## src/pges_defs.svh

```systemverilog
// register offsets, field positions and reset values of the gpio event status block
// assumes a 32-bit apb slave decoding byte addresses
`ifndef PGES_DEFS_SVH
`define PGES_DEFS_SVH

`define PGES_OFF_FLAGS      12'h524
`define PGES_OFF_IRQ_STAT   12'h528
`define PGES_OFF_CTRL       12'h540
`define PGES_OFF_IRQ_MASK   12'h544

`define PGES_FLG_DONE_LSB   0
`define PGES_FLG_MISS_LSB   16
`define PGES_IRQ_CAP_LSB    0
`define PGES_IRQ_TRIG_LSB   16
`define PGES_CTL_ARM_LSB    0
`define PGES_CTL_NOTIFY_LSB 4
`define PGES_CTL_ALLOW_LSB  8

`define PGES_RST_TRIG       3'h0
`define PGES_RST_CAP        2'h0
`define PGES_RST_MASK       5'h1f

`endif

```

## src/pges_pkg.sv

```systemverilog
// types shared by the gpio event status block
// assumes pges_defs.svh holds the numbers
package pges_pkg;
    typedef struct packed {
        logic        psel;
        logic        penable;
        logic        pwrite;
        logic [11:0] paddr;
        logic [31:0] pwdata;
    } pges_apb_req_t;

    typedef struct packed {
        logic [2:0] fired;
        logic [2:0] late;
        logic [1:0] captured;
    } pges_evt_t;
endpackage : pges_pkg

```

## src/pges_event_status.sv

```systemverilog
// gpio trigger and capture event flags, interrupt status and host interrupt
// assumes apb master in the same clock domain; event inputs from same-clock logic
`timescale 1ns/100ps
`include "pges_defs.svh"
module pges_event_status
    import pges_pkg::*;
#(
    parameter int N_TRIG = 3,
    parameter int N_CAP  = 2
) (
    input  wire logic              CLK_I,
    input  wire logic              RESET_I,
    input  wire logic              PSEL_I,
    input  wire logic              PENABLE_I,
    input  wire logic              PWRITE_I,
    input  wire logic [11:0]       PADDR_I,
    input  wire logic [31:0]       PWDATA_I,
    output logic      [31:0]       PRDATA_O,
    output logic                   PREADY_O,
    output logic                   PSLVERR_O,
    input  wire logic [N_TRIG-1:0] TRIG_FIRED_I,
    input  wire logic [N_TRIG-1:0] TRIG_LATE_I,
    input  wire logic [N_CAP-1:0]  CAP_EVENT_I,
    output logic      [N_TRIG-1:0] TRIG_ARM_O,
    output logic                   GLOBAL_STAT_O,
    output logic                   IRQ_O
);
    // ==========================================================
    // bus decode
    pges_apb_req_t req;
    logic          wr_acc;
    logic          rd_acc;
    logic          hit_flags;
    logic          hit_stat;
    logic          hit_ctrl;
    logic          hit_mask;
    logic          hit_any;

    assign req       = '{psel: PSEL_I, penable: PENABLE_I, pwrite: PWRITE_I,
                         paddr: PADDR_I, pwdata: PWDATA_I};
    // exact word match: byte lanes are not decoded, so only aligned word offsets hit
    function automatic logic f_hit(input logic [11:0] addr, input logic [11:0] off);
        return addr == off;
    endfunction : f_hit

    assign hit_flags = f_hit(req.paddr, `PGES_OFF_FLAGS);
    assign hit_stat  = f_hit(req.paddr, `PGES_OFF_IRQ_STAT);
    assign hit_ctrl  = f_hit(req.paddr, `PGES_OFF_CTRL);
    assign hit_mask  = f_hit(req.paddr, `PGES_OFF_IRQ_MASK);
    assign hit_any   = hit_flags | hit_stat | hit_ctrl | hit_mask;
    assign wr_acc    = req.psel & req.penable & req.pwrite & hit_any;
    assign rd_acc    = req.psel & req.penable & ~req.pwrite;
    assign PREADY_O  = 1'b1;
    // unmapped addresses answer with an error, but in the same cycle
    assign PSLVERR_O = req.psel & req.penable & ~hit_any;

    // ==========================================================
    // control: arm, notify-on-fire, capture allow
    logic [N_TRIG-1:0] arm_r;
    logic [N_TRIG-1:0] arm_nxt;
    logic [N_TRIG-1:0] notify_r;
    logic [N_CAP-1:0]  allow_r;
    logic [4:0]        mask_r;
    logic              wr_ctrl;
    logic [N_TRIG-1:0] arm_wr;
    logic [N_TRIG-1:0] arm_drop;

    assign wr_ctrl  = wr_acc & hit_ctrl;
    assign arm_wr   = PWDATA_I[`PGES_CTL_ARM_LSB +: N_TRIG];
    // a write of zero to an armed unit drops it and clears its miss flag
    assign arm_drop = wr_ctrl ? ~arm_wr : '0;
    // firing self-disarms; a firing in the write cycle still wins
    assign arm_nxt  = (wr_ctrl ? arm_wr : arm_r) & ~TRIG_FIRED_I;

    always_ff @(posedge CLK_I) begin
        if (RESET_I) begin
            arm_r    <= '0;
            notify_r <= '0;
            allow_r  <= '0;
            mask_r   <= `PGES_RST_MASK;
        end else begin
            arm_r <= arm_nxt;
            if (wr_ctrl) begin
                notify_r <= PWDATA_I[`PGES_CTL_NOTIFY_LSB +: N_TRIG];
                allow_r  <= PWDATA_I[`PGES_CTL_ALLOW_LSB +: N_CAP];
            end
            if (wr_acc && hit_mask) begin
                mask_r <= PWDATA_I[4:0];
            end
        end
    end
    assign TRIG_ARM_O = arm_r;

    // ==========================================================
    // event flags
    pges_evt_t         evt;
    logic [N_TRIG-1:0] done_q;
    logic [N_TRIG-1:0] miss_q;
    logic [N_TRIG-1:0] done_clr;
    logic [N_TRIG-1:0] miss_clr;
    logic              wr_flags;

    // only gpio capture events enter; egress timestamps have their own path
    assign evt.captured = CAP_EVENT_I & allow_r;
    assign evt.fired    = TRIG_FIRED_I & notify_r;
    assign evt.late     = TRIG_LATE_I & notify_r & arm_r;
    assign wr_flags     = wr_acc & hit_flags;
    assign done_clr     = wr_flags ? PWDATA_I[`PGES_FLG_DONE_LSB +: N_TRIG] : '0;
    assign miss_clr     = (wr_flags ? PWDATA_I[`PGES_FLG_MISS_LSB +: N_TRIG] : '0) | arm_drop;

    pges_sticky #(.W(N_TRIG)) u_done (
        .clk_i (CLK_I),
        .rst_i (RESET_I),
        .set_i (evt.fired),
        .clr_i (done_clr),
        .q_o   (done_q)
    );
    pges_sticky #(.W(N_TRIG)) u_miss (
        .clk_i (CLK_I),
        .rst_i (RESET_I),
        .set_i (evt.late),
        .clr_i (miss_clr),
        .q_o   (miss_q)
    );

    // ==========================================================
    // interrupt status
    logic [N_TRIG-1:0] tirq_q;
    logic [N_CAP-1:0]  cirq_q;
    logic [N_TRIG-1:0] tirq_set;
    logic [N_TRIG-1:0] tirq_clr;
    logic [N_CAP-1:0]  cirq_clr;
    logic              wr_stat;

    assign wr_stat  = wr_acc & hit_stat;
    assign tirq_set = evt.fired | evt.late;
    // write-one clears, so other bits are untouched by a partial write
    assign tirq_clr = wr_stat ? PWDATA_I[`PGES_IRQ_TRIG_LSB +: N_TRIG] : '0;
    assign cirq_clr = wr_stat ? PWDATA_I[`PGES_IRQ_CAP_LSB +: N_CAP] : '0;

    pges_sticky #(.W(N_TRIG)) u_tirq (
        .clk_i (CLK_I),
        .rst_i (RESET_I),
        .set_i (tirq_set),
        .clr_i (tirq_clr),
        .q_o   (tirq_q)
    );
    pges_sticky #(.W(N_CAP)) u_cirq (
        .clk_i (CLK_I),
        .rst_i (RESET_I),
        .set_i (evt.captured),
        .clr_i (cirq_clr),
        .q_o   (cirq_q)
    );

    logic [4:0] stat_all;
    assign stat_all      = {tirq_q, cirq_q};
    assign GLOBAL_STAT_O = |stat_all;
    assign IRQ_O         = |(stat_all & mask_r);

    // ==========================================================
    // read data, registered on the setup phase
    logic [31:0] rd_nxt;
    logic [31:0] prdata_r;

    assign rd_nxt = hit_flags ? ({13'h0, miss_q, 13'h0, done_q}) :
                    hit_stat  ? ({13'h0, tirq_q, 14'h0, cirq_q}) :
                    hit_ctrl  ? ({22'h0, allow_r, 1'b0, notify_r, 1'b0, arm_r}) :
                    hit_mask  ? ({27'h0, mask_r}) : 32'h0;

    always_ff @(posedge CLK_I) begin
        if (RESET_I) begin
            prdata_r <= 32'h0;
        end else if (req.psel && !req.penable && !req.pwrite) begin
            prdata_r <= rd_nxt;
        end
    end
    assign PRDATA_O = prdata_r;
endmodule : pges_event_status

```

## src/pges_sticky.sv

```systemverilog
// one row of sticky flags: set beats clear
// assumes set and clear are single-cycle strobes in the clk domain
`timescale 1ns/100ps
module pges_sticky #(
    parameter int W = 3
) (
    input  wire logic         clk_i,
    input  wire logic         rst_i,
    input  wire logic [W-1:0] set_i,
    input  wire logic [W-1:0] clr_i,
    output logic      [W-1:0] q_o
);
    logic [W-1:0] q_r;
    logic [W-1:0] q_nxt;

    assign q_nxt = set_i | (q_r & ~clr_i);
    assign q_o   = q_r;

    always_ff @(posedge clk_i) begin
        if (rst_i) begin
            q_r <= '0;
        end else begin
            q_r <= q_nxt;
        end
    end
endmodule : pges_sticky

```

## config.mk

```make
export PLATFORM = sky130hd
export DESIGN_NAME = pges_event_status
export DESIGN_NICKNAME = d
export VERILOG_FILES = /design/src/pges_pkg.sv /design/src/pges_event_status.sv /design/src/pges_sticky.sv
export VERILOG_INCLUDE_DIRS = /design/src
export SDC_FILE = /design/constraint.sdc
export NUM_CORES = 1
export LEC_CHECK = 0
export BUFFER_PORTS_ARGS = -buffer_cell sky130_fd_sc_hd__clkbuf_2
export CORE_ASPECT_RATIO = 0.75
export CORE_MARGIN = 4
export CORE_UTILIZATION = 40
export DETAILED_ROUTE_END_ITERATION = 7
export PLACE_DENSITY_LB_ADDON = 0.12
export SYNTH_ARGS = -nofsm -noshare
export SYNTH_HDL_FRONTEND = slang
export SYNTH_SLANG_ARGS = --single-unit
```

## constraint.sdc

```tcl
create_clock -name CLK_I -period 4.6 [get_ports CLK_I]
set_input_delay 0.69 -clock CLK_I [delete_from_list [all_inputs] [get_ports CLK_I]]
set_output_delay 0.69 -clock CLK_I [all_outputs]
set_load 0.02 [all_outputs]
```

* Word-level counts from Yosys, hierarchy flattened
Index checks and enable logic that the tools add are counted.
** Operators by class
- Reduce and logical (&&, ||, !) cells :: 7
- Equality and inequality tests :: 4
- Mux-type cells :: 10
- Bitwise logic cells :: 33
** Operators by type and width (number)
- $eq 12x11->1 const B :: 4
- $mux 19 :: 2
- $and 3x3->3 :: 7
- $mux 3 :: 5
- $not 3->3 :: 5
- $or 3x3->3 :: 5
- $mux 10 :: 1
- $reduce_or 5->1 :: 2
- $and 1x1->1 :: 7
- $and 5x5->5 :: 1
- $mux 5 :: 1
- $and 2x2->2 :: 2
- $logic_and 1x1->1 :: 3
- $or 1x1->1 :: 3
- $logic_not 1->1 :: 2
- $mux 2 :: 1
- $not 2->2 :: 1
- $or 2x2->2 :: 1
- $not 1->1 :: 1
** Word-level totals
- Input bits :: 57
- Flip-flop bits (word level) :: 56
- Output and inout bits :: 39
- Logic and storage cells :: 63

* Longest topological paths before layout
Gate-level depths: netlist of the first run.
- Depth after elaboration :: 11
- Mapped depth :: 6
- Gate-level depth less buffers :: 4

* By module
From an unflattened synthesis of the first run, not the netlist that was laid out.
** Second synthesis, totals
- Cell total of the unflattened synthesis :: 256
- Area, all modules :: 2013.2 um^2
** By module, submodules not included
- pges_event_status :: cells an instance 212, area each 1627.8 um^2, times used 1, seq. area each 500.5 um^2
- pges_sticky (u_done ...) :: cells an instance 12, area each 105.1 um^2, times used 3, seq. area each 60.1 um^2
- pges_sticky (u_cirq) :: cells an instance 8, area each 70.1 um^2, times used 1, seq. area each 40.0 um^2

* Worst setup path after synthesis of the first run
OpenSTA, ideal clock, no wires.
- Kind :: input -> output
- Start :: input port PADDR_I[6]
- End :: output port PSLVERR_O
- Arrival :: 1.665 ns
- Cell stages on the path :: 4
- Required time :: 3.910 ns
- Buffers on the path :: 0
- Path slack :: 2.245 ns
- Cell sequence :: nor4bb_1 nand4_1 nand3_1 nor2_1
** On the way
- Word-level cells in the longest chain between the ends :: 6
- Elaborated cells on any way between the ends :: 9
- Classes of those cells :: eq/ne: 4; bitwise: 5
** Ends and longest elaborated chain
- start, declared :: line pges_event_status.sv:16 : input wire logic [11:0] PADDR_I,
- $eq 12x11->1 :: line pges_event_status.sv:43 : return addr == off;
- $or 1x1->1 (2 in a row) :: line pges_event_status.sv:50 : assign hit_any = hit_flags | hit_stat | hit_ctrl | hit_mask;
- $or 1x1->1 (*) :: line pges_event_status.sv:50
- $not 1->1 (*) :: line pges_event_status.sv:55 : assign PSLVERR_O = req.psel & req.penable & ~hit_any;
- $and 1x1->1 (*) :: line pges_event_status.sv:55
- end, declared :: line pges_event_status.sv:20 : output logic PSLVERR_O,
Mark *: on every way between the ends. The rest lies on a longest branch, timed or not.

* Worst setup path after layout of the first run
Ends and elaborated chain as after synthesis.

==> summary.txt, run 1 <==
Highest Clock Rate: 345 MHz
H-tree depth: 2
Yosys reg bits: 36
Placed Area: 2100 um^2
Clock Path Buffers: 2
largest net degree at the start of global routing: 40
status: completed
Req. time, crit path: 3910 ps
share of power burned in registers: 0.511
Slew Viols, Final: 0
P_sw: 0.000161 W
total track usage: 0.179
leakage power: 0.965 nW
synth unique cells: 38
Comb pwr share: 0.115
count of hold-fix buffers inserted at cts: 0
core area: 4490 um^2
setup TNS: 0 ps
relative slew slack: 0.414
TritonCTS clock tree: built
Yosys Warn Count: 0
synthesized area: 1880 um^2
Sw Ratio: 0.261
cell taking the most area after synthesis: dfxtp_1
Setup crit end kind: primary output
Worst Path Max Fanout: 6
die area: 5860 um^2
Crit Path Class: input port to primary output
row count: 21
Die Y: 67.3 um
fin crit period: 2900 ps
Die Span X: 87.1 um
HPWL Detailed: 3710 um
unrepaired setup endpoints after global routing: false
most frequent cells in the layout: clkbuf_2 (54), dfxtp_1 (36), nand2_1 (26)
vias in the first global route: 1497
Design Area, Final: 2200 um^2
Clock Power Share: 0.374
initial antenna violation count: 0
clock root buffer: clkbuf_8
# Max-Cap Violations: 0
vias per inst: 5.30
cts repair resizes: 0
Hold Worst Slack: 463 ps
Setup Skew: 3.71 ps
Synth Area per Inst: 8.81 um^2
Synth top area share: 0.384
commonest non-fill, non-tap cell in the layout: clkbuf_2
final WL: 5030 um
global route overflow: 0
nets@finish: 322
Worst-path clk slew: 70 ps
fillers: 478
Worst EP arrival: 2210 ps
layout cells sized above 1: 0.274
Worst-Margin Slew: 867 ps
DR DRC count: 0
# clock sinks: 36
area grow syn2layout: 17.1%
Final Cycle Share: 0.630
Inserted Clock Buffers: 5
endpoints failing setup: 0
final hold vios: 0
Setup crit start kind: input port
Detailed Routing Iterations Pass 1: 4
Cells after Synth: 213
ANT nets after route: 0
post-CTS setup repair buffer count: 0
pwr dens: 281 nW/um^2
vias post-DR: 1711
placer congestion estimate: 0.821
input/output buffers: 54
post-synthesis sequential area ratio: 0.384
Int Pwr: 0.000456 W
IO Pins: 96
Diodes inserted: 0
initial drt markers: 108
worst-skew pair later-pin latency: 290 ps
Routed WL per cell: 15.6 um
worst hold-check path type: register to register
first-pass GRT wire length: 7790 um
Worst VDD drop: 0.122 mV
Starting Density: 0.417
Synth area leaders: dfxtp_1 (38%), buf_4 (8.8%), nand2_1 (5.2%), mux2i_1 (4.3%), nor2_1 (4.0%)
synth_stat cells:
library cell / instances
nand3_1: 3
buf_2: 1
and4_1: 1
a31oi_1: 1
buf_4: 22
or4b_4: 2
nand2_1: 26
o221ai_1: 3
a221oi_1: 4
nor4_4: 1
xor2_1: 1
a22oi_1: 5
nor2_1: 20
dfxtp_1: 36
mux2_2: 3
a21o_1: 5
nor4_1: 1
nor4bb_1: 2
a311oi_1: 7
a21oi_1: 9
clkbuf_1: 6
mux2i_1: 8
nor4b_2: 1
nor4b_1: 1
nor3b_1: 1
nand4_1: 5
nand4b_1: 3
a211o_1: 5
a222oi_1: 1
or3b_2: 1
and4_2: 1
and4b_2: 1
o21ai_0: 3
nor3_1: 10
conb_1: 2
nor2b_1: 8
or4bb_1: 1
and3_1: 2
metal layers:
metal  vias to the layer above  wire length [um]  track usage
li1                        853                 -            -
met1                       790              2480        0.261
met2                        61              2070        0.256
met3                         7               411       0.0415
met4                         0                66       0.0642
met5                         -                 0            0
worst paths after layout:
check	from	to	slack, ps	cells after the start
min reg2reg	PRDATA_O[3]	PRDATA_O[3]	460	2
min	PRDATA_O[3]	PRDATA_O[3]	460	2
max reg2reg	TRIG_ARM_O[2]	PRDATA_O[2]	3360	3
max	PADDR_I[6]	PSLVERR_O	1700	6
metrics by stage:
stage	setup WS (ps)	instances	utilization	power [W]
2_1_floorplan	2240	232	-	0.000377
3_3_place_gp	1700	315	0.468	0.000392
3_5_place_dp	1700	315	0.468	0.000393
4_1_cts	1730	323	0.489	0.000624
5_1_grt	1630	323	0.489	0.000643
6_report	1700	323	0.489	0.000618
power groups by stage:
stage          logic (W)  clock network, W  registers, W
6_report       0.0000712          0.000231      0.000315
3_3_place_gp   0.0000701                 0      0.000322
2_1_floorplan  0.0000513                 0      0.000325
3_5_place_dp   0.0000704                 0      0.000322
5_1_grt        0.0000779          0.000249      0.000315
4_1_cts        0.0000705          0.000238      0.000315
cell type report:
| type | count | area [um^2] | area share |
|---|---|---|---|
| multi-input combinational | 167 | 1030 | 0.471 |
| sequential | 36 | 721 | 0.328 |
| timing repair buffer | 55 | 278 | 0.126 |
| clock buffer | 6 | 82.6 | 0.0376 |
| tap | 57 | 71.3 | 0.0325 |
| clock inverter | 2 | 10.0 | 0.00456 |
flip-flops by register name, summed over array words and instances (netlist names):
signal      cells
PRDATA_O       12
mask_r          5
TRIG_ARM_O      3
notify_r        3
u_done.q_o      3
u_miss.q_o      3
u_tirq.q_o      3
allow_r         2
u_cirq.q_o      2
worst max-delay path: stages:
cell and delay, ps:
clkbuf_2 90, nor4bb_1 720, nand4_1 330, nand3_1 170, nor2_1 50, clkbuf_2 160
cells by family after synthesis:
| logic type | Yosys count | synth area share |
|---|---|---|
| DFF | 36 | 0.384 |
| AOI/OAI and AO/OA | 43 | 0.169 |
| muxes | 11 | 0.0607 |
| other | 2 | 0.00400 |
| buffers and inverters | 29 | 0.103 |
| and+or+nand+nor | 91 | 0.274 |
| xor gates and xnor gates | 1 | 0.00467 |
Note: power is estimated with default switching activity, not from simulation.
==> run 2, diff against run 1 <==
Clock period 4.6 ns to 2.85 ns, I/O delays scaled along.
==> run 2 against run 1 <==
Net effect:
- worst hold slack got worse by 99 ps
- final area is 0.91% higher
- non-clock buffer count increased by 3
- critical path depth unchanged
- die area is the same
- register-to-register slack got worse by 1800 ps
- clock-buffer cell count is 2 higher
- clock power is 59% higher
- utilization is 0.45 points higher
- sequential power is 62% higher
- clock skew grew 0.95 ps
==> summary.txt, run 2 (synthesis results as in run 1) <==
status: completed (unchanged)
Worst VDD drop: 0.344 mV (was 0.122 mV)
placer congestion estimate: 0.800 (was 0.821)
Setup crit start kind: input port (unchanged)
post-CTS setup repair buffer count: 0 (unchanged)
Multi-input gate area: 1030 um^2 (unchanged)
row count: 21 (unchanged)
Worst-path clk slew: 70 ps (about the same)
total track usage: 0.176 (was 0.179)
IO Pins: 96 (unchanged)
commonest non-fill, non-tap cell in the layout: clkbuf_2 (unchanged)
global route overflow: 0 (unchanged)
Slew Viols, Final: 0 (unchanged)
Die Y: 67.3 um (unchanged)
Final Core Density: 0.493 (was 0.489)
relative slew slack: 0.457 (was 0.414)
area grow syn2layout: 18.1% (was 17.1%)
Setup Skew: 4.66 ps (was 3.71 ps)
H-tree depth: 2 (unchanged)
Worst Path Max Fanout: 6 (unchanged)
HPWL Detailed: 3750 um (was 3710 um)
initial antenna violation count: 0 (unchanged)
nets@finish: 325 (was 322)
vias post-DR: 1720 (was 1711)
final WL: 4960 um (was 5030 um)
TritonCTS clock tree: built (unchanged)
first-pass GRT wire length: 7840 um (was 7790 um)
count of hold-fix buffers inserted at cts: 0 (unchanged)
FF/Latch Area: 721 um^2 (unchanged)
fin crit period: 2360 ps
Die Span X: 87.1 um (unchanged)
Diodes inserted: 0 (unchanged)
ANT nets after route: 0 (unchanged)
# clock sinks: 36 (unchanged)
Routed WL per cell: 15.2 um (was 15.6 um)
setup TNS: 0 ps (unchanged)
largest net degree at the start of global routing: 40 (unchanged)
final worst slack: 494 ps (was 1700 ps)
# Max-Cap Violations: 0 (unchanged)
final hold vios: 0 (unchanged)
cts repair resizes: 0 (unchanged)
worst-skew pair later-pin latency: 280 ps (was 290 ps)
fillers: 462 (was 478)
Setup crit end kind: primary output (unchanged)
total power: 0.000991 W (was 0.000618 W)
input/output buffers: 54 (unchanged)
vias per inst: 5.28 (was 5.30)
endpoints failing setup: 0 (unchanged)
core area: 4490 um^2 (unchanged)
Detailed Routing Iterations Pass 1: 4 (unchanged)
Inserted Clock Buffers: 5 (unchanged)
layout cells sized above 1: 0.275 (was 0.274)
DR DRC count: 0 (unchanged)
worst hold-check path type: input port to register (was register to register)
initial drt markers: 90 (was 108)
pwr dens: 447 nW/um^2 (was 281 nW/um^2)
dpl ws: 562 ps (was 1700 ps)
Worst EP arrival: 1930 ps (was 2210 ps)
vias in the first global route: 1525 (was 1497)
leakage power: 0.974 nW (was 0.965 nW)
Clock Path Buffers: 2 (unchanged)
Final Cycle Share: 0.827
die area: 5860 um^2 (unchanged)
Highest Clock Rate: 424 MHz
Crit Path Class: input port to primary output (unchanged)
Starting Density: 0.417 (unchanged)
unrepaired setup endpoints after global routing: false (unchanged)
Worst-Margin Slew: 804 ps (was 867 ps)
Req. time, crit path: 2420 ps (was 3910 ps)
most frequent cells in the layout: clkbuf_2 (54), dfxtp_1 (36), nand2_1 (26) (unchanged)
clock root buffer: clkbuf_8 (unchanged)
Largest register FFs: 12 (unchanged)
[run 2: cell types whose count changed in the layout (fill, tap and decap cells not counted), sizes merged]
cell | before | now
clkbuf | 60 | 62
clkinv | 2 | 0
buf | 1 | 4
[run 2: worst max-delay path, cell delays in order]
cell	delay (ps)
clkbuf_2	90
nor4bb_1	710
nand4_1	330
nand3_1	170
nor2_1	50
clkbuf_2	150
[run 2: cell type report]
class | instances | area share
flip-flops and latches | 36 | 0.325
clock buffers | 8 | 0.0407
multi-input cells | 167 | 0.466
well taps | 57 | 0.0322
repair buffers | 58 | 0.136
[run 2: power by group]
part	leakage (nW)	total (W)	internal (W)	switching, W
combinational	0.638	0.000115	0.0000378	0.0000775
clock	0.0455	0.000367	0.000197	0.000170
sequential	0.291	0.000509	0.000507	0.00000200
[run 2: routing by layer]
metal / vias to the layer above / wire [um] / GRT usage
li1: 858 / - / -
met1: 801 / 2520 / 0.262
met2: 57 / 2080 / 0.256
met3: 4 / 325 / 0.0415
met4: 0 / 40 / 0.0370
met5: - / 0 / 0
[run 2: through the flow]
stage	hold slack [ps]	instance area (um^2)	instances
3_5_place_dp	466	2130	318
2_1_floorplan	459	1950	232
6_report	365	2220	326
3_3_place_gp	445	2130	318
4_1_cts	359	2220	326
5_1_grt	363	2220	326
[run 2: worst paths after layout]
path,from,endpoint,slack [ps],cells after the start
worst max register to register,TRIG_ARM_O[2],PRDATA_O[2],1550,3
worst max-delay path,PADDR_I[6],PSLVERR_O,490,6
worst min-delay path,TRIG_FIRED_I[0],TRIG_ARM_O[0],360,2
worst min register to register,PRDATA_O[3],PRDATA_O[3],470,2
==> run 3, diff against run 2 <==
Clock period 2.85 ns to 2.3 ns, I/O delays scaled along.
==> run 3 against run 2 <==
Net effect:
- via count rose by 2.1%
- combinational power rose by 27%
- sequential share of layout area fell by 0.52 points
- final cell count rose by 0.92%
- sequential cell count did not move
- final area rose by 1.6%
- global-route usage barely moved
- first-iteration DRC count rose by 11%
==> summary.txt, run 3 (synthesis results as in run 1) <==
Setup crit start kind: input port (unchanged)
final WL: 5120 um (was 4960 um)
largest net degree at the start of global routing: 40 (unchanged)
setup TNS: 0 ps (unchanged)
global routing met2 resource utilization: 0.252 (was 0.256)
fillers: 458 (was 462)
initial drt markers: 100 (was 90)
Design Area, Final: 2250 um^2 (was 2220 um^2)
Largest register FFs: 12 (unchanged)
Starting Density: 0.417 (unchanged)
Worst-path clk slew: 60 ps (was 70 ps)
Worst-Margin Slew: 799 ps (was 804 ps)
Worst Path Max Fanout: 5 (was 6)
placer congestion estimate: 0.847 (was 0.800)
count of hold-fix buffers inserted at cts: 0 (unchanged)
H-tree depth: 2 (unchanged)
Worst VDD drop: 0.412 mV (was 0.344 mV)
Die Y: 67.3 um (unchanged)
clock root buffer: clkbuf_8 (unchanged)
area grow syn2layout: 20.1% (was 18.1%)
Setup Skew: 5.03 ps (was 4.66 ps)
status: completed (unchanged)
# Max-Cap Violations: 0 (unchanged)
leakage power: 1.00 nW (was 0.974 nW)
Crit Path Class: input port to primary output (unchanged)
first-pass GRT wire length: 7860 um (was 7840 um)
global route overflow: 0 (unchanged)
Final Cycle Share: 0.796
vias per inst: 5.34 (was 5.28)
vias in the first global route: 1485 (was 1525)
Inserted Clock Buffers: 5 (unchanged)
nets@finish: 329 (was 325)
Highest Clock Rate: 546 MHz
worst-skew pair later-pin latency: 280 ps (about the same)
DR DRC count: 0 (unchanged)
worst hold-check path type: input port to register (unchanged)
commonest non-fill, non-tap cell in the layout: clkbuf_2 (unchanged)
die area: 5860 um^2 (unchanged)
Placed Area: 2160 um^2 (was 2130 um^2)
fin crit period: 1830 ps
post-CTS setup repair buffer count: 0 (unchanged)
initial antenna violation count: 0 (unchanged)
core area: 4490 um^2 (unchanged)
Worst EP arrival: 1480 ps (was 1930 ps)
TritonCTS clock tree: built (unchanged)
ANT nets after route: 0 (unchanged)
cts repair resizes: 0 (unchanged)
Setup crit end kind: primary output (unchanged)
met1 usage: 0.268 (was 0.262)
endpoints failing setup: 0 (unchanged)
Detailed Routing Iterations Pass 1: 4 (unchanged)
unrepaired setup endpoints after global routing: false (unchanged)
met3 Track Usage GR: 0.0402 (was 0.0415)
Req. time, crit path: 1960 ps (was 2420 ps)
relative slew slack: 0.467 (was 0.457)
most frequent cells in the layout: clkbuf_2 (54), dfxtp_1 (36), nand2_1 (26) (unchanged)
layout cells sized above 1: 0.290 (was 0.275)
vias post-DR: 1756 (was 1720)
Clock Path Buffers: 2 (unchanged)
IO Pins: 96 (unchanged)
Die Span X: 87.1 um (unchanged)
HPWL Detailed: 3840 um (was 3750 um)
Routed WL per cell: 15.6 um (was 15.2 um)
Diodes inserted: 0 (unchanged)
layer with the highest usage: met1 (unchanged)
total track usage: 0.176 (about the same)
# clock sinks: 36 (unchanged)
Slew Viols, Final: 0 (unchanged)
final hold vios: 0 (unchanged)
pwr dens: 557 nW/um^2 (was 447 nW/um^2)
input/output buffers: 54 (unchanged)
row count: 21 (unchanged)
## run 3: cell types whose count changed in the layout (fill, tap and decap cells not counted)
| cell | change |
|---|---|
| buf_4 | +4 |
| clkbuf_8 | +1 |
| clkbuf_1 | -2 |
## run 3: cell type report
type | instances | area [um^2] | share of cell area
Tap cell | 57 | 71.3 | 0.0317
Multi-Input combinational cell | 167 | 1030 | 0.459
Timing Repair Buffer | 62 | 330 | 0.147
Sequential cell | 36 | 721 | 0.320
Clock buffer | 7 | 96.3 | 0.0428
## run 3: final timing paths
check,from,end,slack (ps),depth (start not counted)
max,PADDR_I[5],PSLVERR_O,470,5
min,TRIG_FIRED_I[1],TRIG_ARM_O[1],280,2
max reg2reg,TRIG_ARM_O[2],PRDATA_O[2],1060,3
min reg2reg,PRDATA_O[3],PRDATA_O[3],470,2
## run 3: power breakdown
| group | leakage [nW] | switching [W] | internal [W] |
|---|---|---|---|
| Combinational | 0.659 | 0.0000976 | 0.0000485 |
| Sequential | 0.291 | 0.00000255 | 0.000628 |
| Clock | 0.0503 | 0.000212 | 0.000267 |
## run 3: through the flow
stage / instances / util / total power (W) / hold slack [ps] / worst slack (ps)
floorplan: 232 / - / 0.000753 / 424 / 459
global placement: 322 / 0.480 / 0.000789 / 442 / 362
detailed placement: 322 / 0.480 / 0.000790 / 450 / 357
CTS: 329 / 0.501 / 0.00127 / 275 / 466
global route: 329 / 0.501 / 0.00130 / 290 / 331
finish: 329 / 0.501 / 0.00126 / 284 / 470
## run 3: layer usage
metal  part of all wire  up-vias
li1                   -      868
met1               0.48      829
met2               0.43       59
met3              0.088        0
met4                  0        0
met5                  0        -
## run 3: worst max-delay path, cell delays in order
cell      delay, ps
clkbuf_2         90
nor4bb_1        440
and4b_2         370
nor2_1           80
clkbuf_2        150
